===== src/qdc_pkg.sv =====
package qdc_pkg;

    // frame geometry
    localparam int FRAME_BITS = 16;  // bits in one serial frame
    localparam int CODE_W = 12;  // converter code width
    localparam int NUM_CH = 4;  // output channels
    localparam logic [3:0] LAST_BIT = 4'hF;  // count value of the last bit
    localparam logic [11:0] CODE_FULL = 12'hFFF;  // full-scale code

    // timing
    localparam int CLK_MHZ = 40;  // pclk rate
    localparam int WAKEUP_DELAY_NS = 6000;  // wake-up time, ns
    // least time: round up to whole pclk cycles
    localparam int WAKEUP_CYCLES = (WAKEUP_DELAY_NS * CLK_MHZ + 999) / 1000;
    localparam int WAKE_W = 16;  // wake counter width

    // register offsets (byte addresses)
    localparam logic [7:0] ADDR_CTRL = 8'h00;  // control
    localparam logic [7:0] ADDR_STATUS = 8'h04;  // status
    localparam logic [7:0] ADDR_CH_BASE = 8'h10;  // channel 0 code

    // control fields and reset value
    localparam int CTRL_EN_BIT = 0;  // link enable
    localparam logic [31:0] CTRL_RESET = 32'h0000_0001;  // enabled

    // status fields
    localparam int ST_PD_BIT = 0;  // powered down
    localparam int ST_TERM_LSB = 1;  // termination, 2 bits
    localparam int ST_BUSY_BIT = 3;  // frame in progress
    localparam int ST_WAKE_BIT = 4;  // wake-up running
    localparam int ST_FRAMES_LSB = 8;  // completed frames, 8 bits
    localparam int ST_ABORTS_LSB = 16;  // aborted frames, 8 bits

    // channel register fields
    localparam int CHR_REG_LSB = 0;  // held register code
    localparam int CHR_OUT_LSB = 16;  // applied output code

    // operation modes
    typedef enum logic [1:0] {
        OP_WRITE_HOLD = 2'h0,  // write one, no update
        OP_WRITE_UPD = 2'h1,  // write one, update all
        OP_ALL_UPD = 2'h2,  // write all, update all
        OP_POWER_DOWN = 2'h3  // power down all
    } qdc_op_t;

    // output termination in power-down
    typedef enum logic [1:0] {
        TERM_HIZ = 2'h0,  // high impedance
        TERM_2K5 = 2'h1,  // 2.5 kohm to ground
        TERM_100K = 2'h2  // 100 kohm to ground
    } qdc_term_t;

    // frame layout, first bit sent in the msb
    typedef struct packed {
        logic channel_select_hi;  // channel / termination msb
        logic channel_select_lo;  // channel / termination lsb
        qdc_op_t op;  // operation_mode_hi, operation_mode_lo
        logic [11:0] code;  // straight binary code, msb first
    } qdc_frame_t;

    // serial pins
    typedef struct packed {
        logic sync_n;  // frame sync, active low
        logic sclk;  // serial clock
        logic din;  // serial data
    } qdc_link_t;

    // receiver states
    typedef enum logic [2:0] {
        ST_IDLE = 3'b001,  // waiting for sync fall
        ST_SHIFT = 3'b010,  // shifting bits
        ST_HOLD = 3'b100  // frame done, ignoring edges
    } qdc_state_t;

endpackage


===== src/qdc_sync2.sv =====
`timescale 1ns/100ps
`default_nettype none

// two-flop synchroniser for pins from outside pclk
module qdc_sync2 #(
    parameter int WIDTH = 3  // number of bits
) (
    input wire logic clk,  // sampling clock
    input wire logic rst_n,  // async reset, active low
    input wire logic [WIDTH-1:0] d,  // asynchronous inputs
    output logic [WIDTH-1:0] q  // synchronised outputs
);

    logic [WIDTH-1:0] meta;  // first stage, read only by q

    // plain two-stage chain, resets low like idle sclk and din
    always_ff @(posedge clk or negedge rst_n) begin
        if (!rst_n) begin
            meta <= '0;
            q <= '0;
        end else begin
            meta <= d;
            q <= meta;
        end
    end

endmodule

`default_nettype wire


===== src/qdc_serial_ctrl.sv =====
// Added by the designer: the register addresses and the APB interface to the registers.
`timescale 1ns/100ps
`default_nettype none

// Notes on behaviour
// RL1: after sync falls, shift din on sclk falls
// RL2: sixteenth fall completes frame and executes it
// RL3: edges after sixteenth fall are ignored
// RL4: master holds sync high between frames
// RL5: master never drops sync with sclk fall
// RL6: master sclk at most 40 MHz
// RL7: master idles sclk and din low
// RL8: frame order: channel, mode, twelve data bits
// RL9: data straight binary, msb first
// RL10: mode selects hold, update, all, power-down
// RL11: channel 0..3 is A..D; mode encodings
// RL12: early sync rise aborts, nothing changes
// RL13: reset clears registers, outputs zero until frame
// RL14: mode 11 powers down all channels
// RL15: channel bits choose power-down termination
// RL16: power-down keeps register contents
// RL17: leaving power-down restores held register values
// RL18: master stops sclk for lowest power-down
// RL19: each register holds 12-bit code 0..4095
// RL20: wake-up timed from sixteenth sclk fall
module qdc_serial_ctrl import qdc_pkg::*; #(
    parameter int WAKE_CYCLES = WAKEUP_CYCLES  // wake-up length, pclk
) (
    input wire logic pclk,  // system clock, 40 MHz
    input wire logic presetn,  // async reset, active low
    input wire logic psel,  // apb select
    input wire logic penable,  // apb access phase
    input wire logic pwrite,  // apb direction, high writes
    input wire logic [7:0] paddr,  // apb byte address
    input wire logic [31:0] pwdata,  // apb write data
    output logic [31:0] prdata,  // apb read data
    output logic pready,  // apb ready
    output logic pslverr,  // apb error, unmapped address
    input wire qdc_link_t link_in,  // serial pins, asynchronous
    output logic [NUM_CH-1:0][CODE_W-1:0] vout_code,  // applied codes
    output logic powered_down,  // all outputs shut down
    output qdc_term_t termination,  // termination while down
    output logic waking,  // wake-up time running
    output logic frame_done  // pulse per executed frame
);

    // does this frame write channel idx
    function automatic logic writes_channel(qdc_frame_t f, int idx);
        logic [1:0] sel;
        sel = {f.channel_select_hi, f.channel_select_lo};
        return (f.op == OP_ALL_UPD) ||
               ((f.op != OP_POWER_DOWN) && (sel == idx[1:0]));
    endfunction

    // termination picked by channel bits in power-down
    function automatic qdc_term_t term_of(qdc_frame_t f);
        unique case ({f.channel_select_hi, f.channel_select_lo})
            2'h1: return TERM_2K5;
            2'h2: return TERM_100K;
            default: return TERM_HIZ;  // 00 and 11 both float
        endcase
    endfunction

    logic [2:0] link_bits;  // synchronised pin bits
    qdc_link_t link_s;  // synchronised pins
    logic sclk_d;  // sclk one sample ago
    logic sync_d;  // sync_n one sample ago
    logic sclk_fall;  // falling sclk seen
    logic sync_fall;  // frame start
    logic sync_rise;  // frame end
    qdc_state_t state;  // receiver state
    qdc_state_t next_state;  // receiver state, next
    logic [3:0] bit_cnt;  // bits taken this frame
    logic [FRAME_BITS-2:0] shift_reg;  // first fifteen bits
    qdc_frame_t new_frame;  // frame as completed by last bit
    logic exec;  // sixteenth fall, act now
    logic abort;  // sync rose early
    logic update;  // this frame updates outputs
    logic [NUM_CH-1:0][CODE_W-1:0] dac_reg;  // held codes
    logic [WAKE_W-1:0] wake_cnt;  // wake-up countdown
    logic [7:0] frames;  // executed frames, wraps
    logic [7:0] aborts;  // aborted frames, wraps
    logic link_en;  // software enable for new frames
    logic seen_update;  // any output update since reset
    logic apb_setup;  // setup phase this cycle
    logic apb_write;  // write takes effect this cycle

    // pins cross into pclk before anything looks at them
    qdc_sync2 #(.WIDTH(3)) u_sync (
        .clk(pclk),
        .rst_n(presetn),
        .d(link_in),
        .q(link_bits)
    );
    assign link_s = qdc_link_t'(link_bits);

    // previous samples for edge detection
    always_ff @(posedge pclk or negedge presetn) begin
        if (!presetn) begin
            sclk_d <= 1'b0;
            sync_d <= 1'b0;
        end else begin
            sclk_d <= link_s.sclk;
            sync_d <= link_s.sync_n;
        end
    end

    assign sclk_fall = sclk_d & ~link_s.sclk;
    assign sync_fall = sync_d & ~link_s.sync_n;
    assign sync_rise = ~sync_d & link_s.sync_n;

    // last bit joins the fifteen already held
    assign new_frame = qdc_frame_t'({shift_reg, link_s.din});  // RL8 RL9
    // sclk fall and sync rise may land in one sample; the fall wins
    assign exec = (state == ST_SHIFT) && sclk_fall &&
                  (bit_cnt == LAST_BIT);  // RL2
    assign abort = (state == ST_SHIFT) && sync_rise && !exec;  // RL12
    assign update = exec && ((new_frame.op == OP_WRITE_UPD) ||
                             (new_frame.op == OP_ALL_UPD));  // RL10 RL11

    // receiver next state
    always_comb begin
        next_state = state;
        unique case (state)
            ST_IDLE: begin
                // an sclk fall in the start sample is not counted
                if (sync_fall && link_en) begin
                    next_state = ST_SHIFT;
                end
            end
            ST_SHIFT: begin
                if (exec) begin
                    next_state = sync_rise ? ST_IDLE : ST_HOLD;
                end else if (sync_rise) begin
                    next_state = ST_IDLE;  // RL12
                end
            end
            ST_HOLD: begin
                // clocks and data ignored until sync returns high
                if (sync_rise) begin
                    next_state = ST_IDLE;  // RL3
                end
            end
            default: begin
                next_state = ST_IDLE;  // illegal code recovers
            end
        endcase
    end

    // receiver state register
    always_ff @(posedge pclk or negedge presetn) begin
        if (!presetn) begin
            state <= ST_IDLE;
        end else begin
            state <= next_state;
        end
    end

    // bit counter and shift register
    always_ff @(posedge pclk or negedge presetn) begin
        if (!presetn) begin
            bit_cnt <= 4'h0;
            shift_reg <= '0;
        end else if (state == ST_IDLE) begin
            bit_cnt <= 4'h0;
        end else if (state == ST_SHIFT && sclk_fall) begin
            bit_cnt <= bit_cnt + 4'h1;  // RL1
            shift_reg <= {shift_reg[FRAME_BITS-3:0], link_s.din};  // RL1
        end
    end

    // per-channel register and applied code
    for (genvar i = 0; i < NUM_CH; i++) begin : g_ch
        logic wr;  // this frame loads channel i
        assign wr = exec && writes_channel(new_frame, i);
        always_ff @(posedge pclk or negedge presetn) begin
            if (!presetn) begin
                dac_reg[i] <= '0;  // RL13
                vout_code[i] <= '0;  // RL13
            end else begin
                if (wr) begin
                    dac_reg[i] <= new_frame.code;  // RL19
                end
                // restore uses held code unless this frame rewrote it
                if (update) begin
                    vout_code[i] <= wr ? new_frame.code : dac_reg[i];  // RL17
                end
            end
        end
    end

    // power-down and termination; registers untouched here
    always_ff @(posedge pclk or negedge presetn) begin
        if (!presetn) begin
            powered_down <= 1'b0;
            termination <= TERM_HIZ;
        end else if (exec && new_frame.op == OP_POWER_DOWN) begin
            powered_down <= 1'b1;  // RL14 RL16
            termination <= term_of(new_frame);  // RL15
        end else if (update) begin
            // a write-only frame leaves the outputs down
            powered_down <= 1'b0;  // RL17
        end
    end

    // wake-up window from the frame that ends power-down
    always_ff @(posedge pclk or negedge presetn) begin
        if (!presetn) begin
            wake_cnt <= '0;
        end else if (update && powered_down) begin
            wake_cnt <= WAKE_W'(WAKE_CYCLES);  // RL20
        end else if (wake_cnt != '0) begin
            wake_cnt <= wake_cnt - WAKE_W'(1);
        end
    end
    assign waking = (wake_cnt != '0);

    // frame statistics and done pulse
    always_ff @(posedge pclk or negedge presetn) begin
        if (!presetn) begin
            frames <= 8'h00;
            aborts <= 8'h00;
            frame_done <= 1'b0;
            seen_update <= 1'b0;
        end else begin
            frame_done <= exec;
            if (exec) begin
                frames <= frames + 8'h01;
            end
            if (abort) begin
                aborts <= aborts + 8'h01;
            end
            if (update) begin
                seen_update <= 1'b1;
            end
        end
    end

    // apb: zero wait states, error on unmapped words
    assign apb_setup = psel && !penable;
    assign apb_write = psel && penable && pwrite;
    assign pready = 1'b1;

    // address decode, word aligned only
    function automatic logic addr_ok(logic [7:0] a);
        return (a == ADDR_CTRL) || (a == ADDR_STATUS) ||
               ((a[7:4] == ADDR_CH_BASE[7:4]) && (a[1:0] == 2'h0));
    endfunction

    assign pslverr = psel && penable && !addr_ok(paddr);

    // control register
    always_ff @(posedge pclk or negedge presetn) begin
        if (!presetn) begin
            link_en <= CTRL_RESET[CTRL_EN_BIT];
        end else if (apb_write && paddr == ADDR_CTRL) begin
            // a disable lets a running frame finish
            link_en <= pwdata[CTRL_EN_BIT];
        end
    end

    // read data captured in setup, stands through the access phase
    always_ff @(posedge pclk or negedge presetn) begin
        if (!presetn) begin
            prdata <= '0;
        end else if (apb_setup) begin
            prdata <= '0;
            if (paddr == ADDR_CTRL) begin
                prdata[CTRL_EN_BIT] <= link_en;
            end else if (paddr == ADDR_STATUS) begin
                prdata[ST_PD_BIT] <= powered_down;
                prdata[ST_TERM_LSB +: 2] <= termination;
                prdata[ST_BUSY_BIT] <= (state != ST_IDLE);
                prdata[ST_WAKE_BIT] <= waking;
                prdata[ST_FRAMES_LSB +: 8] <= frames;
                prdata[ST_ABORTS_LSB +: 8] <= aborts;
            end else if (addr_ok(paddr)) begin
                prdata[CHR_REG_LSB +: CODE_W] <= dac_reg[paddr[3:2]];
                prdata[CHR_OUT_LSB +: CODE_W] <= vout_code[paddr[3:2]];
            end
        end
    end
endmodule

`default_nettype wire


===== config.mk =====
export PLATFORM = sky130hd
export DESIGN_NAME = qdc_serial_ctrl
export DESIGN_NICKNAME = d
export VERILOG_FILES = /design/src/qdc_pkg.sv /design/src/qdc_sync2.sv /design/src/qdc_serial_ctrl.sv
export SDC_FILE = /design/constraint.sdc
export NUM_CORES = 1
export LEC_CHECK = 0
export BUFFER_PORTS_ARGS = -buffer_cell sky130_fd_sc_hd__buf_2
export CAP_MARGIN = 10
export CORE_AREA = 2 2 130 132
export DETAILED_ROUTE_END_ITERATION = 8
export DIE_AREA = 0 0 132 134
export GPL_TIMING_DRIVEN = 0
export PLACE_DENSITY = 0.85
export SLEW_MARGIN = 20
export SYNTH_ARGS = -nofsm -noshare
export SYNTH_HDL_FRONTEND = slang
export SYNTH_SLANG_ARGS = --single-unit

===== constraint.sdc =====
create_clock -name pclk -period 3.35 [get_ports pclk]
set_input_delay 0.1675 -clock pclk [delete_from_list [all_inputs] [get_ports pclk]]
set_output_delay 0.1675 -clock pclk [all_outputs]
set_load 0.1 [all_outputs]

==> impl_metrics.json, run 1 <==
{
  "status": "complete, no violations",
  "crit_chain": "ha_1 -> and3b_1 -> clkbuf_1 -> nand4_1 -> clkbuf_1 -> clkbuf_1 -> nand2_1 -> nand2_1",
  "path_delay_family": "buffers and inverters",
  "grt_antenna_before_repair": 0,
  "power.total_mw": 4.68,
  "cp_max_fo": 10,
  "grt_pass1_wl_mm": 36.9,
  "fin_crit_ps": 2780,
  "portBuffers": 96,
  "drtAntennaViolNets": 0,
  "grtUsageTotal_pct": 27.5,
  "drv_slew": 0,
  "path_buf_inv": 3,
  "die_y_um": 134,
  "synthTopCellsByCount": "dfrtp_1 (189), nand2_1 (104), mux2_2 (65)",
  "nets": 910,
  "seq_area_frac_synth_pct": 54.5,
  "htree_levels": 4,
  "synth_edf_count": 0,
  "crit_top_cell": "clkbuf_1",
  "synth_cells": 733,
  "area_growth_pct": 17.1,
  "power_frac_seq_pct": 49.4,
  "holdPathEnd": "prdata[0]",
  "grt_overflow": 0,
  "synth_top_area_share_pct": 53.9,
  "drv_cap": 0,
  "ys_types": 51,
  "ctsRootBufferMaster": "clkbuf_16",
  "drc": 0,
  "syn_area_mm2": 0.00877,
  "ir_drop_v": 0.000361,
  "r2r_slack_ps": 570,
  "end_kind": "flop",
  "dpl-instance-area_mm2": 0.00957,
  "dieWidth_um": 132,
  "clockBufferDepth": 2,
  "ys_async_sr_fraction_pct": 100,
  "min_delay_path_depth": 3,
  "reg2reg_from": "bit_cnt[0]",
  "yosys_warnings": 0,
  "vias_per_cell": 6.04,
  "synthMostInstantiatedCell": "dfrtp_1",
  "synth_top_area_cell": "dfrtp_1",
  "fin_crit_sh_pct": 83.0,
  "post-place-ws_ps": 749,
  "crit_type": "reg -> reg",
  "finalHoldViolations": 0,
  "vias": 6589,
  "synth_ff_type": "dfrtp_1",
  "grt_pass1_vias": 6402,
  "gp_congestion": 0.857,
  "die_area_mm2": 0.0177,
  "syn_avg_cell_area_um2": 12.0,
  "fmax_ghz": 0.359,
  "crit_slowest_cell": "clkbuf_1",
  "finalSetupViolations": 0,
  "critPathArrivalTime_ps": 3160,
  "switching_share_pct": 22.5,
  "p_switching_mw": 1.05,
  "leakagePower_nw": 5.16,
  "routedWlPerCell_um": 21.6,
  "ios": 135,
  "cts_buffers": 17,
  "powerDensity_mw_per_mm2": 456,
  "hold_buffers": 5,
  "dp_cells": 1053,
  "synth_area_leaders": "dfrtp_1 (54%), mux2_2 (8.3%), mux4_2 (6.2%), mux2i_1 (5.8%), nand2_1 (4.5%)",
  "post-route-worst-setup-slack_ps": 568,
  "rows": 47,
  "rsz0062_at_grt": "false",
  "grt_max_degree": 101,
  "cp-start-kind": "flop",
  "clock-sinks": 191,
  "instances_no_fill": 1090,
  "min_from": "paddr[1]",
  "core_mm2": 0.0163,
  "r2r_cells": 8,
  "cts_tree": "yes",
  "drive_above_1_share_pct": 28.9,
  "power_frac_comb_pct": 3.2,
  "hp-class": "in -> reg",
  "first_pass_iters": 5,
  "p_int_mw": 3.63,
  "clkTransAtPathRegs_ps": 70,
  "post_cts_resized": 0,
  "tightest_slew_ps": 950,
  "synth_seq_cells": 191,
  "critical_path_required_ps": 3730,
  "dpl.hpwl_mm": 15.8,
  "clkPwrFrac_pct": 47.4,
  "drt-initial-drc-count": 627,
  "clkLatencyLatePin_ps": 450,
  "wl_mm": 23.5,
  "floorplan.initialDensity_pct": 53.8,
  "fin_skew_ps": 12.7,
  "stdcell_area_mm2": 0.0103,
  "slowest_delay_ps": 640,
  "post-cts-setup-buffers": 0,
  "reg2reg_to": "powered_down",
  "slew_headroom_pct": 36.7,
  "antennaDiodeCount": 0
}
==> worst max-delay path by stage <==
stage	startpoint	to	slack, ps	depth (start not counted)
2_1_floorplan	paddr[3]	pslverr	780	4
3_3_place_gp	presetn	dac_reg[28]	-950	1
3_5_place_dp	bit_cnt[0]	vout_code[17]	750	8
4_1_cts	bit_cnt[0]	powered_down	670	8
5_1_grt	bit_cnt[0]	vout_code[32]	460	8
6_report	bit_cnt[0]	powered_down	570	8
==> placed cells by master (no fill, tap or decap), types with 14 or more instances in the layout <==
| cell | instances |
|---|---|
| a22oi_1 | 15 |
| buf_2 | 110 |
| clkbuf_1 | 31 |
| clkbuf_16 | 17 |
| dfrtp_1 | 189 |
| mux2_2 | 65 |
| mux2i_1 | 51 |
| mux4_2 | 24 |
| nand2_1 | 104 |
| nand4_1 | 14 |
| nor2_1 | 16 |
| o21ai_0 | 59 |
| xnor2_1 | 14 |
==> per-layer routing <==
metal | routed length (µm) | vias up | track usage [%]
met4 | 405 | 0 | 7.85
li1 | - | 2869 | -
met5 | 0 | - | 0
met1 | 9610 | 3369 | 37.9
met2 | 11300 | 326 | 44.0
met3 | 2160 | 25 | 6.58
==> cell families after synthesis <==
kind of cell	after synthesis	share of synthesized area, %
other cells	2	0.0856
xor+xnor	18	1.80
simple gates	198	11.2
compound gates	114	7.96
fa+ha+maj	5	0.713
buf+inv	65	3.34
flops	191	54.5
mux	140	20.3
==> area by class of cell <==
| class | count | area (µm²) |
|---|---|---|
| plain buffers | 57 | 263 |
| clock buffers | 18 | 439 |
| clock inverters | 14 | 204 |
| fillers | 1219 | 6020 |
| inverters | 8 | 30.0 |
| multi-input cells | 480 | 3700 |
| flip-flops and latches | 191 | 4780 |
| well taps | 220 | 275 |
| repair buffers | 102 | 568 |
==> power by group through the flow <==
stage          Sequential, mW  Clock (mW)  Combinational [mW]
6_report                 2.31        2.22               0.149
4_1_cts                  2.31        2.23               0.152
3_3_place_gp             2.36           0               0.140
2_1_floorplan            2.36           0              0.0697
3_5_place_dp             2.36           0               0.147
5_1_grt                  2.31        2.31               0.163
==> per-stage QoR <==
stage	hold WS, ps	setup TNS (ps)	utilization [%]
floorplan	-128	0	-
global placement	277	-175830	58.5
detailed placement	230	0	58.8
CTS	62.5	0	63.0
global route	125	0	63.0
finish	78.8	0	63.0
==> worst min-delay path, cell delays in order <==
cell	delay, ps
buf_2	130
or3_1	110
o21ai_0	70
No activity file was read; power rests on OpenSTA's default activity.
==> run 2, diff against run 1 <==
- CORE_AREA: 2 2 130 132 -> 2 2 135 137
- DIE_AREA: 0 0 132 134 -> 0 0 137 139
- PLACE_DENSITY: 0.85 -> 0.83
- clock period: 3.35 -> 2.4 ns (I/O delays scaled with it)
==> run 2 against run 1 <==
  * Cell count is 1.1% higher
  * Flip-flop and latch count stayed put
  * Design area is 1.3% higher
  * Critical path depth is 3 lower
  * Clock skew is 1.9 ps lower
  * Clock-buffer cell count is 3 higher
  * Sequential power is 40% higher
  * Highest routed layer unchanged
==> impl_metrics.json, run 2 (synthesized netlist as in run 1, its figures left out) <==
{
  "status": "complete, no violations",
  "critical_path_required_ps": 2280,
  "drv_slew": 0,
  "floorplan.initialDensity_pct": 49.7,
  "dpl.hpwl_mm": 16.1,
  "drive_above_1_share_pct": 30.1,
  "hp-class": "in -> reg",
  "leakagePower_nw": 5.21,
  "vias": 6588,
  "dieWidth_um": 137,
  "fin_crit_sh_pct": 97.9,
  "stdcell_area_mm2": 0.0104,
  "routedWlPerCell_um": 21.7,
  "clkTransAtPathRegs_ps": 70,
  "fin_tns_setup_ps": 0,
  "finalHoldViolations": 0,
  "ir_drop_v": 0.000579,
  "antennaDiodeCount": 0,
  "grt_overflow": 0,
  "crit_type": "in -> out",
  "power.total_mw": 6.57,
  "vias_per_cell": 5.98,
  "powerDensity_mw_per_mm2": 632,
  "cts_buffers": 17,
  "die_area_mm2": 0.0190,
  "drc": 0,
  "clkLatencyLatePin_ps": 440,
  "nFillCells": 1387,
  "grt_pass1_wl_mm": 37.3,
  "fin_util_pct": 58.9,
  "core_mm2": 0.0177,
  "final_common_cell": "dfrtp_1",
  "cp-start-kind": "input pin",
  "cp_max_fo": 10,
  "drt-initial-drc-count": 625,
  "grt_antenna_before_repair": 0,
  "wl_mm": 23.9,
  "nets": 913,
  "slew_headroom_pct": 40.6,
  "critPathArrivalTime_ps": 2230,
  "finalSetupViolations": 0,
  "cts_tree": "yes",
  "tightest_slew_ps": 891,
  "rsz0062_at_grt": "false",
  "htree_levels": 4,
  "drtAntennaViolNets": 0,
  "ios": 135,
  "clockBufferDepth": 2,
  "fin_crit_ps": 2350,
  "grt_max_degree": 102,
  "area_growth_pct": 18.6,
  "rows": 49,
  "portBuffers": 96,
  "grt_pass1_vias": 6514,
  "grtUsageTotal_pct": 26.3,
  "fin_skew_ps": 10.7,
  "end_kind": "output pin",
  "fmax_ghz": 0.426,
  "clock-sinks": 191,
  "layout_common_cells": "dfrtp_1 (189), buf_2 (107), nand2_1 (104), mux2_2 (65), o21ai_0 (59)",
  "ctsRootBufferMaster": "clkbuf_16",
  "drv_cap": 0,
  "die_y_um": 139,
  "first_pass_iters": 5,
  "dpl-instance-area_mm2": 0.00962,
  "gp_congestion": 0.878
}
run 2: changes by cell type in the layout (fill, tap and decap cells not counted), sizes merged:
cell      previous run  this run
buf                123       127
bufinv               4         5
clkbuf              49        51
clkinv               2         3
clkinvlp             3         0
inv                 13        11
run 2: timing repair:
| item | in CTS | in global routing |
|---|---|---|
| pin swaps | 1 | 1 |
| endpoints found under the setup margin | 71 | 81 |
| hold buffers | 5 | 0 |
| gates cloned | 0 | 0 |
| gates resized for setup | 8 | 11 |
| buffers inserted | 0 | 4 |
| hold endpoints to repair | 121 | 0 |
run 2: path summary, 6_finish.rpt:
path | from | to | slack, ps | cells past startpoint
worst max-delay path | paddr[3] | pslverr | 50 | 5
worst min-delay path | paddr[1] | prdata[0] | 50 | 3
worst max register to register | bit_cnt[0] | vout_code[1] | 150 | 7
worst min register to register | u_sync.meta[0] | u_sync.q[0] | 350 | 0
max in group asynchronous | presetn | vout_code[11] | 1230 | 4
min in group asynchronous | presetn | wake_cnt[8] | 90 | 2
run 2: layout make-up:
class / count / area, µm² / share of cell area, %
timing repair buffer: 107 / 628 / 6.04
clock inverter: 11 / 203 / 1.95
clock buffer: 21 / 440 / 4.24
multi-input combinational: 480 / 3760 / 36.1
buffer: 55 / 270 / 2.60
sequential: 191 / 4780 / 46.0
inverter: 8 / 30.0 / 0.289
tap: 229 / 287 / 2.76
run 2: layer usage:
layer / GRT usage, % / up-vias / part of all wire, %
met5: 0 / - / 0
met3: 7.35 / 66 / 8.9
li1: - / 2879 / -
met1: 36.7 / 3310 / 41
met4: 9.60 / 0 / 3.1
met2: 39.5 / 333 / 46
run 2: where the power goes:
part | switching (mW) | internal, mW | leakage, nW
Combinational | 0.163 | 0.0549 | 2.26
Clock | 1.26 | 1.87 | 0.311
Sequential | 0.00503 | 3.22 | 2.64
run 2: worst max-delay path: stages:
cell and delay [ps]:
clkbuf_1 540, clkbuf_1 740, nand2_1 140, a21oi_2 220, buf_2 450
run 2: metrics by stage:
stage          instances  worst slack, ps  hold WS, ps
2_1_floorplan        736              283         -176
4_1_cts             1100             16.8         39.6
3_5_place_dp        1063             -303        -47.1
5_1_grt             1102             9.28         64.8
6_report            1102             51.5         54.7
3_3_place_gp        1061            -1860          230
